### src/sqg_pkg.sv
package sqg_pkg;
  // command word layout
  localparam int CMD_W = 16;
  localparam int GRP_HI = 15;
  localparam int GRP_LO = 12;
  localparam int SEL_HI = 1;
  localparam int SEL_LO = 0;
  localparam int HS_HI = 3;
  localparam int HS_LO = 0;
  localparam int LS_HI = 7;
  localparam int LS_LO = 4;
  localparam int MODE_HI = 15;
  localparam int MODE_LO = 8;
  localparam int N_SQ = 4;
  localparam int N_TR = 8;
  localparam int N_AN = 8;
  localparam logic [4:0] FRAME_BITS = 5'h10;
  localparam logic [4:0] FRAME_SAT = 5'h11;

  // command groups (top nibble)
  localparam logic [3:0] GRP_ZERO = 4'h0;
  localparam logic [3:0] GRP_SUPPLY = 4'h1;
  localparam logic [3:0] GRP_SRC = 4'h2;
  localparam logic [3:0] GRP_AUX = 4'h3;
  localparam logic [3:0] GRP_REF = 4'h4;
  localparam logic [3:0] GRP_MAIN = 4'h6;
  localparam logic [3:0] GRP_REFMAIN = 4'h7;
  localparam logic [3:0] GRP_FIRE = 4'h8;
  localparam logic [3:0] GRP_SQOFF = 4'h9;
  localparam logic [3:0] GRP_SRC_HI = 4'hb;
  localparam logic [3:0] GRP_SWMEAS = 4'hc;
  localparam logic [7:0] MODE_CODE = 8'hfe;

  // full-word commands
  localparam logic [15:0] CMD_ZERO = 16'h0000;
  localparam logic [15:0] CMD_NOP = 16'h0001;
  localparam logic [15:0] CMD_SOFT_RST = 16'hffff;
  localparam logic [15:0] CMD_AUX_OFF = 16'h3000;
  localparam logic [15:0] CMD_AUX_ON = 16'h3001;
  localparam logic [15:0] CMD_AUX_DRAIN = 16'h1100;
  localparam logic [15:0] CMD_AUX_SOURCE = 16'h1101;
  localparam logic [15:0] CMD_LAMP_CUR = 16'h1102;
  localparam logic [15:0] CMD_CHIP_TEMP = 16'h1103;

  // analogue input bit positions
  localparam int AN_BOOST = 0;
  localparam int AN_LOGIC = 1;
  localparam int AN_AUX_OT = 2;
  localparam int AN_AVG_T = 3;
  localparam int AN_FC1 = 4;
  localparam int AN_FC2 = 5;
  localparam int AN_LAMP = 6;
  localparam int AN_SPARE = 7;

  typedef enum logic [1:0] {
    SQG_IDLE = 2'b00,
    SQG_FIRE = 2'b01,
    SQG_REFMAIN = 2'b11,
    SQG_SWMEAS = 2'b10
  } sqg_kind_t;

  typedef enum logic [2:0] {
    SQG_MS_NONE = 3'h0,
    SQG_MS_AUX_DRAIN = 3'h1,
    SQG_MS_AUX_SOURCE = 3'h2,
    SQG_MS_LAMP_CUR = 3'h3,
    SQG_MS_CHIP_TEMP = 3'h4,
    SQG_MS_VI_SENSE = 3'h5,
    SQG_MS_SQUIB = 3'h6,
    SQG_MS_SUPPLY = 3'h7
  } sqg_meas_t;
endpackage

### src/sqg_cmd_if.sv
`timescale 1ns/1ps
interface sqg_cmd_if;
  import sqg_pkg::*;
  logic [CMD_W-1:0] word;
  logic valid;
  modport src (output word, output valid);
  modport dst (input word, input valid);
endinterface

### src/sqg_sync.sv
`timescale 1ns/1ps
module sqg_sync import sqg_pkg::*; (
  input wire logic clock_in,
  input wire logic rst_n_in,
  input wire logic [N_AN-1:0] async_in,
  output logic [N_AN-1:0] sync_out
);
  logic [N_AN-1:0] stage_reg;

  // two-flop synchroniser, first stage feeds only the second
  always_ff @(posedge clock_in or negedge rst_n_in) begin
    if (!rst_n_in) begin
      stage_reg <= '0;
      sync_out <= '0;
    end else begin
      stage_reg <= async_in;
      sync_out <= stage_reg;
    end
  end
endmodule

### src/sqg_cmd_latch.sv
`timescale 1ns/1ps
module sqg_cmd_latch import sqg_pkg::*; (
  input wire logic clock_in,
  input wire logic rst_n_in,
  input wire logic [CMD_W-1:0] shift_word_in,
  input wire logic serial_clk_rise_in,
  input wire logic chip_select_n_in,
  sqg_cmd_if.src cmd
);
  logic [4:0] count_reg;
  logic cs_n_q_reg;
  logic cs_rise;

  assign cs_rise = chip_select_n_in & ~cs_n_q_reg;

  // count serial clock edges inside a frame, saturating past 16
  always_ff @(posedge clock_in or negedge rst_n_in) begin
    if (!rst_n_in) begin
      count_reg <= '0;
      cs_n_q_reg <= 1'b1;
    end else begin
      cs_n_q_reg <= chip_select_n_in;
      if (chip_select_n_in) begin
        count_reg <= '0;
      end else if (serial_clk_rise_in && count_reg != FRAME_SAT) begin
        count_reg <= count_reg + 5'h01;
      end
    end
  end

  // latch only frames with exactly sixteen clocks
  always_ff @(posedge clock_in or negedge rst_n_in) begin
    if (!rst_n_in) begin
      cmd.word <= '0;
      cmd.valid <= 1'b0;
    end else begin
      cmd.valid <= cs_rise && count_reg == FRAME_BITS;
      if (cs_rise && count_reg == FRAME_BITS) begin
        cmd.word <= shift_word_in;
      end
    end
  end
endmodule

### src/sqg_gate.sv
`timescale 1ns/1ps
// Behaviour
// - aux driver starts off, on by command
// - aux driver off on supply loss, reset
// - lamp polarity pin ignored for aux driver
// - aux overtemperature latches off the driver
// - aux overtemperature flag cleared by off command
// - aux drain/source voltages routed to output
// - lamp current shown as two-level output
// - 2xxx enables one source at low level
// - bxxx drives addressed source at high level
// - squib fires only with both switches closed
// - firing needs reset high, both fire enables
// - default config: 8xxx closes selected switches if group12 pin high, group34 pin low
// - alternate config: 8xxx fires by group pins
// - default config measurement commands pin-gated
// - alternate measurement needs both pins low
// - processor reset aborts, returns to default
// - soft reset keeps selected configuration
// - firing current drives leak flags low
// - hot toggling transistor latched off
// - listed commands clear thermal off-latch
// - alternate config needs pin and command
// - internal fire enable gates firing
// - command latched only after sixteen clocks
module sqg_gate import sqg_pkg::*; (
  input wire logic clock_in,
  input wire logic rst_n_in,
  input wire logic [CMD_W-1:0] shift_word_in,
  input wire logic serial_clk_rise_in,
  input wire logic chip_select_n_in,
  input wire logic processor_reset_n_in,
  input wire logic fire_enable_internal_in,
  input wire logic fire_enable_pin_in,
  input wire logic group12_enable_pin_in,
  input wire logic group34_enable_pin_in,
  input wire logic config_pin_in,
  input wire logic lamp_polarity_pin_in,
  input wire logic boost_supply_ok_in,
  input wire logic logic_supply_five_ok_in,
  input wire logic aux_overtemp_in,
  input wire logic avg_temp_high_in,
  input wire logic [N_TR-1:0] thermal_toggle_in,
  input wire logic [1:0] fire_current_high_in,
  input wire logic lamp_current_high_in,
  output logic fire_enable_pin_out,
  output logic fire_enable_pin_oe_out,
  output logic aux_load_driver_on_out,
  output logic aux_overtemp_flag_out,
  output logic [N_SQ-1:0] highside_switch_out,
  output logic [N_SQ-1:0] lowside_switch_out,
  output logic [N_SQ-1:0] vi_source_pin_en_out,
  output logic vi_source_high_out,
  output logic [2:0] analog_measure_sel_out,
  output logic lamp_open_load_level_out,
  output logic low_leak_flag_out,
  output logic high_leak_flag_out,
  output logic alternate_config_out
);
  sqg_cmd_if cmd_bus ();
  logic [N_AN-1:0] an_raw, an_sync;
  logic [N_TR-1:0] tog_sync, therm_off_reg, sw_on;
  sqg_kind_t kind_reg;
  sqg_meas_t meas_reg;
  logic [N_SQ-1:0] hs_mask_reg, ls_mask_reg, src_en_reg, hs_next, ls_next;
  logic src_high_reg, mode_cmd_reg, aux_on_reg, aux_ot_reg;
  logic alt_cfg, decode_ok, cmd_go, fire_ok, supply_ok, therm_clear;
  logic [3:0] grp;

  // clearing commands for the thermal off-latch
  function automatic logic is_clear_cmd(input logic [CMD_W-1:0] w);
    logic [3:0] g;
    g = w[GRP_HI:GRP_LO];
    is_clear_cmd = w == CMD_ZERO || w == CMD_NOP || g == GRP_SQOFF
      || g == GRP_SUPPLY || g == GRP_SRC || g == GRP_SRC_HI
      || g == GRP_REF || g == GRP_MAIN || g == GRP_REFMAIN
      || g == GRP_SWMEAS;
  endfunction

  // one-hot squib select from the two select bits
  function automatic logic [N_SQ-1:0] sel_onehot(input logic [1:0] s);
    sel_onehot = '0;
    sel_onehot[s] = 1'b1;
  endfunction

  sqg_cmd_latch u_latch (
    .clock_in(clock_in),
    .rst_n_in(rst_n_in),
    .shift_word_in(shift_word_in),
    .serial_clk_rise_in(serial_clk_rise_in),
    .chip_select_n_in(chip_select_n_in),
    .cmd(cmd_bus.src)
  );

  // analogue conditions enter through the synchroniser
  assign an_raw = {1'b0, lamp_current_high_in, fire_current_high_in,
    avg_temp_high_in, aux_overtemp_in, logic_supply_five_ok_in,
    boost_supply_ok_in};

  sqg_sync u_sync (
    .clock_in(clock_in),
    .rst_n_in(rst_n_in),
    .async_in(an_raw),
    .sync_out(an_sync)
  );

  // per-transistor toggle flags, two flops as well
  sqg_sync u_tog_sync (
    .clock_in(clock_in),
    .rst_n_in(rst_n_in),
    .async_in(thermal_toggle_in),
    .sync_out(tog_sync)
  );

  // decode qualifiers
  assign grp = cmd_bus.word[GRP_HI:GRP_LO];
  assign alt_cfg = config_pin_in & mode_cmd_reg;
  assign decode_ok = ~config_pin_in | mode_cmd_reg;
  assign cmd_go = cmd_bus.valid & processor_reset_n_in;
  assign supply_ok = an_sync[AN_BOOST] & an_sync[AN_LOGIC];
  assign fire_ok = processor_reset_n_in & fire_enable_pin_in
    & fire_enable_internal_in;
  assign therm_clear = cmd_go & is_clear_cmd(cmd_bus.word);

  // configuration: set by mode command, dropped by processor reset
  always_ff @(posedge clock_in or negedge rst_n_in) begin
    if (!rst_n_in) begin
      mode_cmd_reg <= 1'b0;
    end else if (!processor_reset_n_in) begin
      mode_cmd_reg <= 1'b0;
    end else if (cmd_go && cmd_bus.word[MODE_HI:MODE_LO] == MODE_CODE) begin
      mode_cmd_reg <= 1'b1;
    end
  end

  // squib command kind and switch masks
  always_ff @(posedge clock_in or negedge rst_n_in) begin
    if (!rst_n_in) begin
      kind_reg <= SQG_IDLE;
      hs_mask_reg <= '0;
      ls_mask_reg <= '0;
    end else if (!processor_reset_n_in
                 || (cmd_go && cmd_bus.word == CMD_SOFT_RST)) begin
      kind_reg <= SQG_IDLE;
      hs_mask_reg <= '0;
      ls_mask_reg <= '0;
    end else if (cmd_go && decode_ok) begin
      case (grp)
        GRP_FIRE: begin
          kind_reg <= SQG_FIRE;
          hs_mask_reg <= cmd_bus.word[HS_HI:HS_LO];
          ls_mask_reg <= cmd_bus.word[LS_HI:LS_LO];
        end
        GRP_REFMAIN: begin
          kind_reg <= SQG_REFMAIN;
          hs_mask_reg <= sel_onehot(cmd_bus.word[SEL_HI:SEL_LO]);
          ls_mask_reg <= '0;
        end
        GRP_SWMEAS: begin
          kind_reg <= SQG_SWMEAS;
          hs_mask_reg <= cmd_bus.word[HS_HI:HS_LO];
          ls_mask_reg <= cmd_bus.word[LS_HI:LS_LO];
        end
        GRP_ZERO, GRP_SQOFF, GRP_SUPPLY, GRP_REF, GRP_MAIN, GRP_SRC,
        GRP_SRC_HI: begin
          kind_reg <= SQG_IDLE;
          hs_mask_reg <= '0;
          ls_mask_reg <= '0;
        end
        default: kind_reg <= kind_reg;
      endcase
    end
  end

  // switch permission from live pins and stored command
  always_comb begin
    hs_next = '0;
    ls_next = '0;
    case (kind_reg)
      SQG_FIRE: begin
        if (!alt_cfg && fire_ok && group12_enable_pin_in
            && !group34_enable_pin_in) begin
          hs_next = hs_mask_reg;
          ls_next = ls_mask_reg;
        end else if (alt_cfg && fire_ok) begin
          hs_next = {group34_enable_pin_in, group34_enable_pin_in,
            group12_enable_pin_in, group12_enable_pin_in};
          ls_next = hs_next;
        end
      end
      SQG_REFMAIN: begin
        if (!alt_cfg && fire_enable_internal_in && group12_enable_pin_in
            && group34_enable_pin_in) begin
          hs_next = hs_mask_reg;
        end else if (alt_cfg && fire_enable_internal_in
                     && !group12_enable_pin_in
                     && !group34_enable_pin_in) begin
          hs_next = hs_mask_reg;
        end
      end
      SQG_SWMEAS: begin
        if (!alt_cfg) begin
          if (fire_enable_internal_in && group12_enable_pin_in) begin
            hs_next = hs_mask_reg;
          end
          if (fire_enable_internal_in && !group34_enable_pin_in) begin
            ls_next = ls_mask_reg;
          end
        end else if (fire_enable_internal_in && !group12_enable_pin_in
                     && !group34_enable_pin_in) begin
          hs_next = hs_mask_reg;
          ls_next = ls_mask_reg;
        end
      end
      default: hs_next = '0;
    endcase
    if (!processor_reset_n_in) begin
      hs_next = '0;
      ls_next = '0;
    end
    hs_next = hs_next & ~therm_off_reg[N_SQ-1:0];
    ls_next = ls_next & ~therm_off_reg[N_TR-1:N_SQ];
  end

  // thermal off-latch per transistor, set beats clear
  assign sw_on = {lowside_switch_out, highside_switch_out};
  genvar t;
  generate
    for (t = 0; t < N_TR; t++) begin : g_therm
      always_ff @(posedge clock_in or negedge rst_n_in) begin
        if (!rst_n_in) begin
          therm_off_reg[t] <= 1'b0;
        end else if (sw_on[t] && tog_sync[t] && an_sync[AN_AVG_T]) begin
          therm_off_reg[t] <= 1'b1;
        end else if (therm_clear) begin
          therm_off_reg[t] <= 1'b0;
        end
      end
    end
  endgenerate

  // squib switch outputs
  always_ff @(posedge clock_in or negedge rst_n_in) begin
    if (!rst_n_in) begin
      highside_switch_out <= '0;
      lowside_switch_out <= '0;
    end else begin
      highside_switch_out <= hs_next;
      lowside_switch_out <= ls_next;
    end
  end

  // firing current reported on leak flags, active low
  always_ff @(posedge clock_in or negedge rst_n_in) begin
    if (!rst_n_in) begin
      low_leak_flag_out <= 1'b1;
      high_leak_flag_out <= 1'b1;
    end else begin
      low_leak_flag_out <= ~(lowside_switch_out[0] & an_sync[AN_FC1]);
      high_leak_flag_out <= ~(lowside_switch_out[1] & an_sync[AN_FC2]);
    end
  end

  // aux driver on-latch and overtemperature latch
  always_ff @(posedge clock_in or negedge rst_n_in) begin
    if (!rst_n_in) begin
      aux_on_reg <= 1'b0;
      aux_ot_reg <= 1'b0;
    end else begin
      if (aux_on_reg && an_sync[AN_AUX_OT]) begin
        aux_ot_reg <= 1'b1;
      end else if (cmd_go && decode_ok && cmd_bus.word == CMD_AUX_OFF) begin
        aux_ot_reg <= 1'b0;
      end
      if (!processor_reset_n_in) begin
        aux_on_reg <= 1'b0;
      end else if (aux_on_reg && an_sync[AN_AUX_OT]) begin
        aux_on_reg <= 1'b0;
      end else if (cmd_go && decode_ok) begin
        if (cmd_bus.word == CMD_AUX_ON) begin
          aux_on_reg <= 1'b1;
        end else if (cmd_bus.word == CMD_AUX_OFF
                     || cmd_bus.word == CMD_SOFT_RST) begin
          aux_on_reg <= 1'b0;
        end
      end
    end
  end

  // aux outputs; the lamp polarity pin never enters this path
  always_ff @(posedge clock_in or negedge rst_n_in) begin
    if (!rst_n_in) begin
      aux_load_driver_on_out <= 1'b0;
      aux_overtemp_flag_out <= 1'b0;
    end else begin
      aux_load_driver_on_out <= aux_on_reg & supply_ok
        & processor_reset_n_in;
      aux_overtemp_flag_out <= aux_ot_reg;
    end
  end

  // measurement source selection and voltage/current sources
  always_ff @(posedge clock_in or negedge rst_n_in) begin
    if (!rst_n_in) begin
      meas_reg <= SQG_MS_NONE;
      src_en_reg <= '0;
      src_high_reg <= 1'b0;
    end else if (!processor_reset_n_in
                 || (cmd_go && cmd_bus.word == CMD_SOFT_RST)) begin
      meas_reg <= SQG_MS_NONE;
      src_en_reg <= '0;
      src_high_reg <= 1'b0;
    end else if (cmd_go && decode_ok) begin
      src_en_reg <= '0;
      src_high_reg <= 1'b0;
      if (cmd_bus.word == CMD_AUX_DRAIN) begin
        meas_reg <= SQG_MS_AUX_DRAIN;
      end else if (cmd_bus.word == CMD_AUX_SOURCE) begin
        meas_reg <= SQG_MS_AUX_SOURCE;
      end else if (cmd_bus.word == CMD_LAMP_CUR) begin
        meas_reg <= SQG_MS_LAMP_CUR;
      end else if (cmd_bus.word == CMD_CHIP_TEMP) begin
        meas_reg <= SQG_MS_CHIP_TEMP;
      end else if (grp == GRP_SRC) begin
        meas_reg <= SQG_MS_VI_SENSE;
        src_en_reg <= sel_onehot(cmd_bus.word[SEL_HI:SEL_LO]);
      end else if (grp == GRP_SRC_HI) begin
        meas_reg <= SQG_MS_VI_SENSE;
        src_en_reg <= sel_onehot(cmd_bus.word[SEL_HI:SEL_LO]);
        src_high_reg <= 1'b1;
      end else if (grp == GRP_REF || grp == GRP_MAIN
                   || grp == GRP_REFMAIN || grp == GRP_SWMEAS) begin
        meas_reg <= SQG_MS_SQUIB;
      end else if (grp == GRP_SUPPLY) begin
        meas_reg <= SQG_MS_SUPPLY;
      end else begin
        src_en_reg <= src_en_reg;
        src_high_reg <= src_high_reg;
      end
    end
  end

  // measurement outputs and configuration status
  always_ff @(posedge clock_in or negedge rst_n_in) begin
    if (!rst_n_in) begin
      analog_measure_sel_out <= SQG_MS_NONE;
      vi_source_pin_en_out <= '0;
      vi_source_high_out <= 1'b0;
      lamp_open_load_level_out <= 1'b0;
      alternate_config_out <= 1'b0;
    end else begin
      analog_measure_sel_out <= meas_reg;
      vi_source_pin_en_out <= src_en_reg;
      vi_source_high_out <= src_high_reg;
      lamp_open_load_level_out <= (meas_reg == SQG_MS_LAMP_CUR)
        & an_sync[AN_LAMP];
      alternate_config_out <= alt_cfg;
    end
  end

  // open-drain fire-enable pin pulled low while internal enable is low
  always_ff @(posedge clock_in or negedge rst_n_in) begin
    if (!rst_n_in) begin
      fire_enable_pin_out <= 1'b0;
      fire_enable_pin_oe_out <= 1'b1;
    end else begin
      fire_enable_pin_out <= 1'b0;
      fire_enable_pin_oe_out <= ~fire_enable_internal_in;
    end
  end
endmodule

### config.mk
export PLATFORM = sky130hd
export DESIGN_NAME = sqg_gate
export DESIGN_NICKNAME = d
export VERILOG_FILES = /design/src/sqg_pkg.sv /design/src/sqg_cmd_if.sv /design/src/sqg_sync.sv /design/src/sqg_cmd_latch.sv /design/src/sqg_gate.sv
export SDC_FILE = /design/constraint.sdc
export NUM_CORES = 1
export LEC_CHECK = 0
export BUFFER_PORTS_ARGS = -buffer_cell sky130_fd_sc_hd__clkbuf_2
export CORE_AREA = 8 8 96 98
export CTS_CLUSTER_SIZE = 40
export DETAILED_ROUTE_END_ITERATION = 8
export DIE_AREA = 0 0 104 106
export PLACE_DENSITY = 0.76
export SYNTH_ARGS = -nofsm -noshare
export SYNTH_HDL_FRONTEND = slang
export SYNTH_SLANG_ARGS = --single-unit
### constraint.sdc
create_clock -name clock_in -period 2 [get_ports clock_in]
set_input_delay 0.2 -clock clock_in [delete_from_list [all_inputs] [get_ports clock_in]]
set_output_delay 0.2 -clock clock_in [all_outputs]
set_load 0.01 [all_outputs]
; ---- Word-level counts from Yosys, hierarchy flattened
; Cells that the tools add are included.
[totals]
reg_bits = 105
latchBits = 0
mem_bits_rw = 0
rom_bits = 0
output_inout_bits = 24
mem_count = 0
[op_classes]
n_addsub = 1
n_mul = 0
div_mod_pow = 0
order_cmp = 2
eq_ne = 27
n_shift = 0
mux = 76
bitwise_logic = 22
reduce_logical = 81
[op_table]
columns = cell, n
row1 = 4-bit 2-to-1 mux, 27
row2 = "16-bit by 13-bit == test with 1-bit output, second input constant", 4
row3 = 1-bit logical AND, 38
row4 = "16-bit by 14-bit == test with 1-bit output, second input constant", 2
row5 = 3-bit 2-to-1 mux, 10
row6 = 1-bit 2-to-1 mux, 29
row7 = 4-bit case mux with 3 select lines, 2
row8 = 2-bit nonzero test, 11
row9 = "16-bit by 1-bit == test with 1-bit output, second input constant", 1
row10 = "16-bit == test, second input constant", 1
row11 = "4-bit == test, second input constant", 4
row12 = 16-bit logical NOT, 1
row13 = 4-bit case mux with 2 select lines, 2
row14 = 1-bit logical OR, 14
row15 = 1-bit AND, 12
row16 = "4-bit by 3-bit == test with 1-bit output, second input constant", 3
row17 = 5-bit 2-to-1 mux, 2
row18 = 2-bit AND reduction, 5
row19 = 9-bit nonzero test, 1
row20 = 4-bit AND, 2
row21 = "8-bit == test, second input constant", 1
row22 = 4-bit inverter, 2
row23 = 2-bit case mux with 4 select lines, 1
row24 = 8-bit OR reduction, 1
row25 = other kinds (24), 33

; ---- Longest topological paths before layout
; Gate-level depths: netlist (run 1).
[depth]
depth_word = 13
ltp_mapped = 7
ltp_nobuf = 7

; ---- Hierarchy
; From an unflattened synthesis (run 1), not the netlist that was laid out.
[unflattened]
hier_cells = 327
hier_area_um2 = 4226.6
[modules_own_cells]
columns = module, n_inst, cells_per_inst, area_each_um2, seq_area_each_um2
row1 = sqg_gate, 1, 225, 2403.6, 1305.0
row2 = sqg_cmd_latch, 1, 70, 1022.2, 576.8
row3 = sqg_sync, 2, 16, 400.4, 400.4

; ---- Least setup slack after synthesis (run 1)
; OpenSTA, ideal clock, no wires.
[synth_path]
path_type = register to register
startpoint = reg u_latch.cmd.word[15]
endpoint = reg therm_off_reg[3]
setup_ns = 0.122
t_arrival_ns = 1.623
required_time_ns = 1.878
setup_slack_ns = 0.255
path_stages_with_launch = 6
n_path_buf = 0
synth_period_minus_slack_ns = 1.745
path_cell_list = dfrtp_1 > nor4_2 > nand4_1 > or4_1 > a21o_1 > a32o_1
[synth_between]
elab_chain_len = 12
elab_cells_between_ends = 21
cone_classes = eq/ne: 9 / bitwise: 1 / reduce/logical: 11
[synth_lines]
columns = item, line
row1 = start: declaration, sqg_cmd_if.sv:6  ; modport src (output word, output valid);
row2 = start signal: assignment, sqg_cmd_latch.sv:39  ; cmd.word <= shift_word_in;
row3 = 16-bit by 1-bit == test with 1-bit output or 16-bit logical NOT (tied branches), sqg_gate.sv:74  ; is_clear_cmd = w == CMD_ZERO || w == CMD_NOP || g == GRP_SQOFF
row4 = 1-bit logical OR (2 in series), sqg_gate.sv:74
row5 = 1-bit logical OR (3 in series), sqg_gate.sv:75  ; || g == GRP_SUPPLY || g == GRP_SRC || g == GRP_SRC_HI
row6 = 1-bit logical OR (3 in series), sqg_gate.sv:76  ; || g == GRP_REF || g == GRP_MAIN || g == GRP_REFMAIN
row7 = 1-bit logical OR *, sqg_gate.sv:77  ; || g == GRP_SWMEAS;
row8 = 1-bit AND *, sqg_gate.sv:123  ; assign therm_clear = cmd_go & is_clear_cmd(cmd_bus.word);
row9 = 2-bit nonzero test (no source line) *, --
row10 = end signal: indexed assignment, sqg_gate.sv:232  ; therm_off_reg[t] <= 1'b0;
row11 = end signal: indexed assignment, sqg_gate.sv:234  ; therm_off_reg[t] <= 1'b1;
row12 = end signal: indexed assignment, sqg_gate.sv:236  ; therm_off_reg[t] <= 1'b0;
row13 = end: declaration, sqg_gate.sv:62  ; logic [N_TR-1:0] tog_sync, therm_off_reg, sw_on;
; Mark *: on every way between the ends. The rest lies on a longest branch, timed or not.
; A chain may end at the register's enable or synchronous reset.

; ---- Final worst setup path (run 1)
[layout_path]
startpoint = reg u_latch.cmd.word[7]
endpoint = reg therm_off_reg[3]
[layout_between]
elab_chain_len = 12
elab_cells_between_ends = 13
cone_classes = eq/ne: 1 / bitwise: 1 / reduce/logical: 11
[layout_lines]
columns = item, line
row1 = 16-bit by 1-bit == test with 1-bit output or 16-bit logical NOT (tied branches), sqg_gate.sv:74
row2 = 1-bit logical OR * (2 in series), sqg_gate.sv:74
row3 = 1-bit logical OR * (3 in series), sqg_gate.sv:75
row4 = 1-bit logical OR * (3 in series), sqg_gate.sv:76
row5 = 1-bit logical OR *, sqg_gate.sv:77
row6 = 1-bit AND *, sqg_gate.sv:123
row7 = 2-bit nonzero test (no source line) *, --
; Marks and branches as above.

==> results of run 1 <==
## per-stage QoR
step | utilization (%) | TNS [ns]
after global placement | 59.3 | 0
after global routing | 64.2 | -0.00180
after floorplan | - | 0
after CTS | 63.7 | 0
after detailed placement | 59.3 | 0
final | 64.2 | 0
## cells in the final DEF (no fill, tap or decap), drive strengths merged, types with 5 or more instances in the layout
master / count
clkbuf: 72
a22o: 6
nand2b: 5
a211oi: 7
a32o: 9
nand2: 23
nor3: 8
ha: 7
nor2: 27
o21ai: 9
dlygate4sd3: 17
nand4: 7
a21oi: 13
nor4: 5
buf: 18
dfrtp: 101
mux2i: 7
mux2: 13
nand3: 11
inv: 13
## path summary, 6_finish.rpt
check / start / to / cells past startpoint
min in group asynchronous: rst_n_in / u_latch.count_reg[0]$_DFFE_PN0P_ / 2
worst max-delay path: u_latch.cmd.word[7]$_DFFE_PN0P_ / therm_off_reg[3]$_DFFE_PN0P_ / 5
worst min-delay path: fire_enable_internal_in / fire_enable_pin_oe_out$_DFF_PN1_ / 2
worst min register to register: u_tog_sync.stage_reg[6]$_DFF_PN0_ / u_tog_sync.sync_out[6]$_DFF_PN0_ / 0
worst max register to register: u_latch.cmd.word[7]$_DFFE_PN0P_ / therm_off_reg[3]$_DFFE_PN0P_ / 5
max in group asynchronous: rst_n_in / u_latch.cmd.word[12]$_DFFE_PN0P_ / 3
## area by class of cell
cell class / instances / area [um2] / share of cell area [%]
clock buffer: 10 / 128 / 2.53
clock inverter: 6 / 51.3 / 1.02
inverter: 11 / 41.3 / 0.820
multi-input combinational: 204 / 1410 / 28.0
sequential: 105 / 2630 / 52.3
tap: 105 / 131 / 2.61
timing repair buffer: 97 / 641 / 12.7
## where the power goes
part           switching, mW  leakage, nW  internal (mW)  total, mW
Clock                  0.720       0.0810          0.468       1.19
Sequential            0.0169         1.37           2.16       2.18
Combinational         0.0876        0.940         0.0737      0.161
## metal layers
layer / GRT usage [%] / routed length, um
met5: 0 / 0
met4: 6.20 / 119
met3: 4.66 / 387
met2: 24.4 / 3900
met1: 21.9 / 4060
## repair_timing
action | in CTS | in global routing
setup buffers | 0 | 1
hold buffers | 17 | 0
resized for setup | 0 | 6
endpoints found under the hold margin | 60 | 0
endpoints found under the setup margin | 0 | 12
## kinds of logic (layout without fill, tap and decap cells)
| group | Yosys count | count (layout) | share of synthesized area, % |
|---|---|---|---|
| flip-flops | 105 | 105 | 63.9 |
| AO/OA/AOI/OAI | 65 | 65 | 11.6 |
| other | 1 | 1 | 0.0910 |
| multiplexers | 20 | 20 | 5.26 |
| AND/OR/NAND/NOR | 106 | 106 | 13.4 |
| adder cells (fa/ha/maj) | 7 | 7 | 2.13 |
| XOR/XNOR | 5 | 5 | 1.06 |
| buffers and inverters | 25 | 124 | 2.61 |
## critical path, stage by stage (launching register included)
cell and delay, ns:
dfrtp_1 0.44, nor4_4 0.29, nand4_1 0.15, or4_1 0.44, a21o_4 0.26, a32o_1 0.22
==> flow_summary.toml, run 1 <==
[yosys]
yosys.area.top_type_share_pct = 61.4
yosys.cell_count.top_type = "dfrtp_1"
synth_largest_area_cell = "dfrtp_1"
synthArstFlopShare_pct = 100
yosys.cell_types.count = 56
synthesis.area_um2 = 4120
synth_area_leaders = "dfrtp_1 61%, mux2_1 3.3%, dfstp_2 2.6%"
syn_avg_cell_area_um2 = 12.3
synth_edf_count = 0
ys_warn_count = 0
synth-seq-area-share_pct = 63.9
yosys_most_used_dff = "dfrtp_1"
mappedNetlistNets = 383
synth_commonest_cells = "101 x dfrtp_1, 27 x nor2_1, 23 x nand2_1, 12 x a21oi_1, 12 x mux2_1"
syn_inst = 334
yosys_register_bits = 105

[drt]
wl_mm = 8.47
wl_per_cell_um = 15.7
num_vias = 2885
drt_iter0_drc = 190
drtAntennaViolNets = 0
vias_per_cell = 5.36
firstDrtPassIters = 4
drcViolationCount = 0

[floorplan]
core_area_um2 = 7850
rows = 33
ioPinCount = 66
die_w_um = 104
die_h_um = 106
die-area_um2 = 11000
start_util_pct = 52.5

[placement]
dp.cells = 504
pre_cts_ws_ns = 0.0857
post_dp_cell_area_um2 = 4650
place_congestion = 0.892
dpl.hpwl_mm = 6.17
portBuffers = 63

[power_and_ir_drop]
irDropWorstVdd_uv = 373
finalPower_mw = 3.53
leakagePower_nw = 2.39
power_density_nw_per_um2 = 700

[global_routing]
grt_pass1_wl_mm = 14.6
grt_util_all_layers_pct = 16.2
first_global_vias = 3008
grt_max_degree = 51
antenna_found_initial = 0
gr-total-overflow = 0

[clock_network]
clock_path_buffers = 2
clk_pin_slew_ns = 0.10
cts-htree-levels = 3
cts_buffers = 9
clk_latency_ns = 0.35
cts-root-buf = "clkbuf_8"
tritoncts = "yes"
cts_sinks = 105

[layout]
regMostFlops = "u_latch.cmd.word"
nets = 477
largest_register_ffs = 16
fillerInstances = 636
fin_area_um2 = 5040
antenna_cells = 0
final_layout_size_suffix_gt1_share_pct = 25.4
syn2layout_area_growth_pct = 22.3
stdcell_count = 538

[run_status]
outcome = "finished clean"

[timing]
min_period_ns = 1.90
worst_pin_slew_ns = 0.645
drv_slew = 0
fin_crit_sh_pct = 94.8
finalSetupViolCount = 0
fin_ws_ns = 0.104
clock-skew-final_ns = 0.0104
whs_ns = 0.0326
maxClockFrequency_ghz = 0.527
slew_headroom_pct = 57.0
hold_violations = 0

[critical_path]
crit_required_ns = 2.26
cp_data_arrival_time_ns = 2.15
startpoint_type = "register"
r2r_slack_ns = 0.10
criticalPathCategory = "register to register"
critPathCaptureType = "register"
cp_max_fo = 8

[flow_run]
drv_cap = 0

[hold_path]
hp-class = "primary input to register"
(Power assumes the default switching activity.)
==> run 2: changes to the inputs <==
Clock period 2 ns to 2.15 ns, I/O delays scaled along.
==> flow_summary.toml, run 2 (synthesized netlist as in run 1, its figures left out) <==
[run_status]
outcome = "finished clean"

[critical_path]
r2r_slack_ns = 0.14
cp_max_fo = 8
reg2reg_from = "u_latch.cmd.word[7]$_DFFE_PN0P_"
worst_path_max_delay_cell = "dfrtp_1"
cp_cell_sequence = "nor4_2, nand4_1, or4_1, a21o_1, a32o_1"
reg2reg_depth = 5
criticalPathCategory = "register to register"
startpoint_type = "register"
critPathCaptureType = "register"
r2r-end = "therm_off_reg[6]$_DFFE_PN0P_"
crit_required_ns = 2.40
cp_slowest_stage_delay_ns = 0.44
cp_data_arrival_time_ns = 2.26

[clock_network]
clk_latency_ns = 0.37
cts-root-buf = "clkbuf_8"
cts-htree-levels = 3
tritoncts = "yes"
clock_path_buffers = 2
clk_pin_slew_ns = 0.10
cts_buffers = 9
cts_sinks = 105

[timing]
hold_violations = 0
rsz0062_at_grt = "false"
drv_slew = 0
whs_ns = 0.0368
fin_crit_sh_pct = 93.6
clock-skew-final_ns = 0.0101
finalSetupViolCount = 0
slew_headroom_pct = 65.7
fin_ws_ns = 0.138
min_period_ns = 2.01
worst_pin_slew_ns = 0.510
maxClockFrequency_ghz = 0.497
setup_tns_ns = 0

[hold_path]
hold_end = "fire_enable_pin_oe_out$_DFF_PN1_"
hold_depth = 2
min_from = "fire_enable_internal_in"
hp-class = "primary input to register"

[drt]
vias_per_cell = 5.38
wl_mm = 8.30
drtAntennaViolNets = 0
drcViolationCount = 0
drt_iter0_drc = 189
firstDrtPassIters = 4
wl_per_cell_um = 15.6
num_vias = 2859

[global_routing]
gr-total-overflow = 0
first_global_vias = 2959
grtUsageMet2_pct = 24.2
grt_max_degree = 44
antenna_found_initial = 0
grt_util_all_layers_pct = 15.7
grt_pass1_wl_mm = 14.1
grt_util_met3_pct = 4.60
met1_usage_pct = 20.8
top_usage_layer = "met2"

[floorplan]
die_w_um = 104
die_h_um = 106
die-area_um2 = 11000
ioPinCount = 66
rows = 33
start_util_pct = 52.5
core_area_um2 = 7850

[placement]
dpl.hpwl_mm = 6.05
portBuffers = 63
pre_cts_ws_ns = 0.180
place_congestion = 0.925

[layout]
final_cell_mix = "101 x dfrtp_1, 62 x clkbuf_2, 27 x nor2_1"
regArea_um2 = 2630
largest_register_ffs = 16
final_common_cell = "dfrtp_1"
antenna_cells = 0
regMostFlops = "u_latch.cmd.word"
syn2layout_area_growth_pct = 20.2
fillerInstances = 640
final_layout_size_suffix_gt1_share_pct = 23.7
multi_input_area_um2 = 1380
nets = 470

[power_and_ir_drop]
power_density_nw_per_um2 = 669
finalPower_mw = 3.31
leakagePower_nw = 2.35
irDropWorstVdd_uv = 458

[flow_run]
drv_cap = 0
-- run 2: cell type report --
cell class,count,area share (%)
sequential,105,53.2
multi-input combinational,204,28.0
timing repair buffer,90,11.6
tap,105,2.65
clock buffer,9,2.50
clock inverter,7,1.24
inverter,11,0.834
-- run 2: where the power goes --
group	switching (mW)	internal, mW	total, mW	leakage, nW
clock network	0.695	0.446	1.14	0.0940
logic	0.0806	0.0652	0.146	0.892
registers	0.0161	2.01	2.02	1.37
total	0.792	2.52	3.31	2.35
-- run 2: worst max path at each step --
stage                                     start                           end  slack [ns]  cells past startpoint
2_1_floorplan  u_latch.cmd.word[15]$_DFFE_PN0P_  therm_off_reg[3]$_DFFE_PN0P_        0.41                      5
3_3_place_gp    u_latch.cmd.word[5]$_DFFE_PN0P_  therm_off_reg[7]$_DFFE_PN0P_        0.23                      5
3_5_place_dp    u_latch.cmd.word[3]$_DFFE_PN0P_  therm_off_reg[6]$_DFFE_PN0P_        0.18                      5
4_1_cts         u_latch.cmd.word[3]$_DFFE_PN0P_  therm_off_reg[6]$_DFFE_PN0P_        0.16                      5
5_1_grt         u_latch.cmd.word[3]$_DFFE_PN0P_  therm_off_reg[6]$_DFFE_PN0P_        0.04                      5
6_report        u_latch.cmd.word[7]$_DFFE_PN0P_  therm_off_reg[6]$_DFFE_PN0P_        0.14                      5
-- run 2: per-stage QoR --
step	utilization, %	area (um2)	cells
global placement	58.6	4590	498
floorplan	-	4120	334
CTS	63.1	4950	531
finish	63.1	4950	531
global route	63.1	4950	531
detailed placement	58.6	4590	498
-- run 2: timing repair --
action,4_1_cts,5_1_grt
setup buffers,0,0
hold buffers,17,0
gates resized for setup,0,0
hold endpoints to repair,52,0
-- run 2: metal layers --
layer / share of wire [%] / vias to the layer above
met2: 46 / 93
met1: 46 / 1384
li1: - / 1372
met4: 1.6 / 0
met5: 0 / -
met3: 5.9 / 10
-- run 2: worst max-delay path, delay by kind of cell, from the launching register on --
family	cells	cell delay, ns
flip-flops	1	0.44
AND/OR/NAND/NOR	3	0.90
AO/OA/AOI/OAI	2	0.55
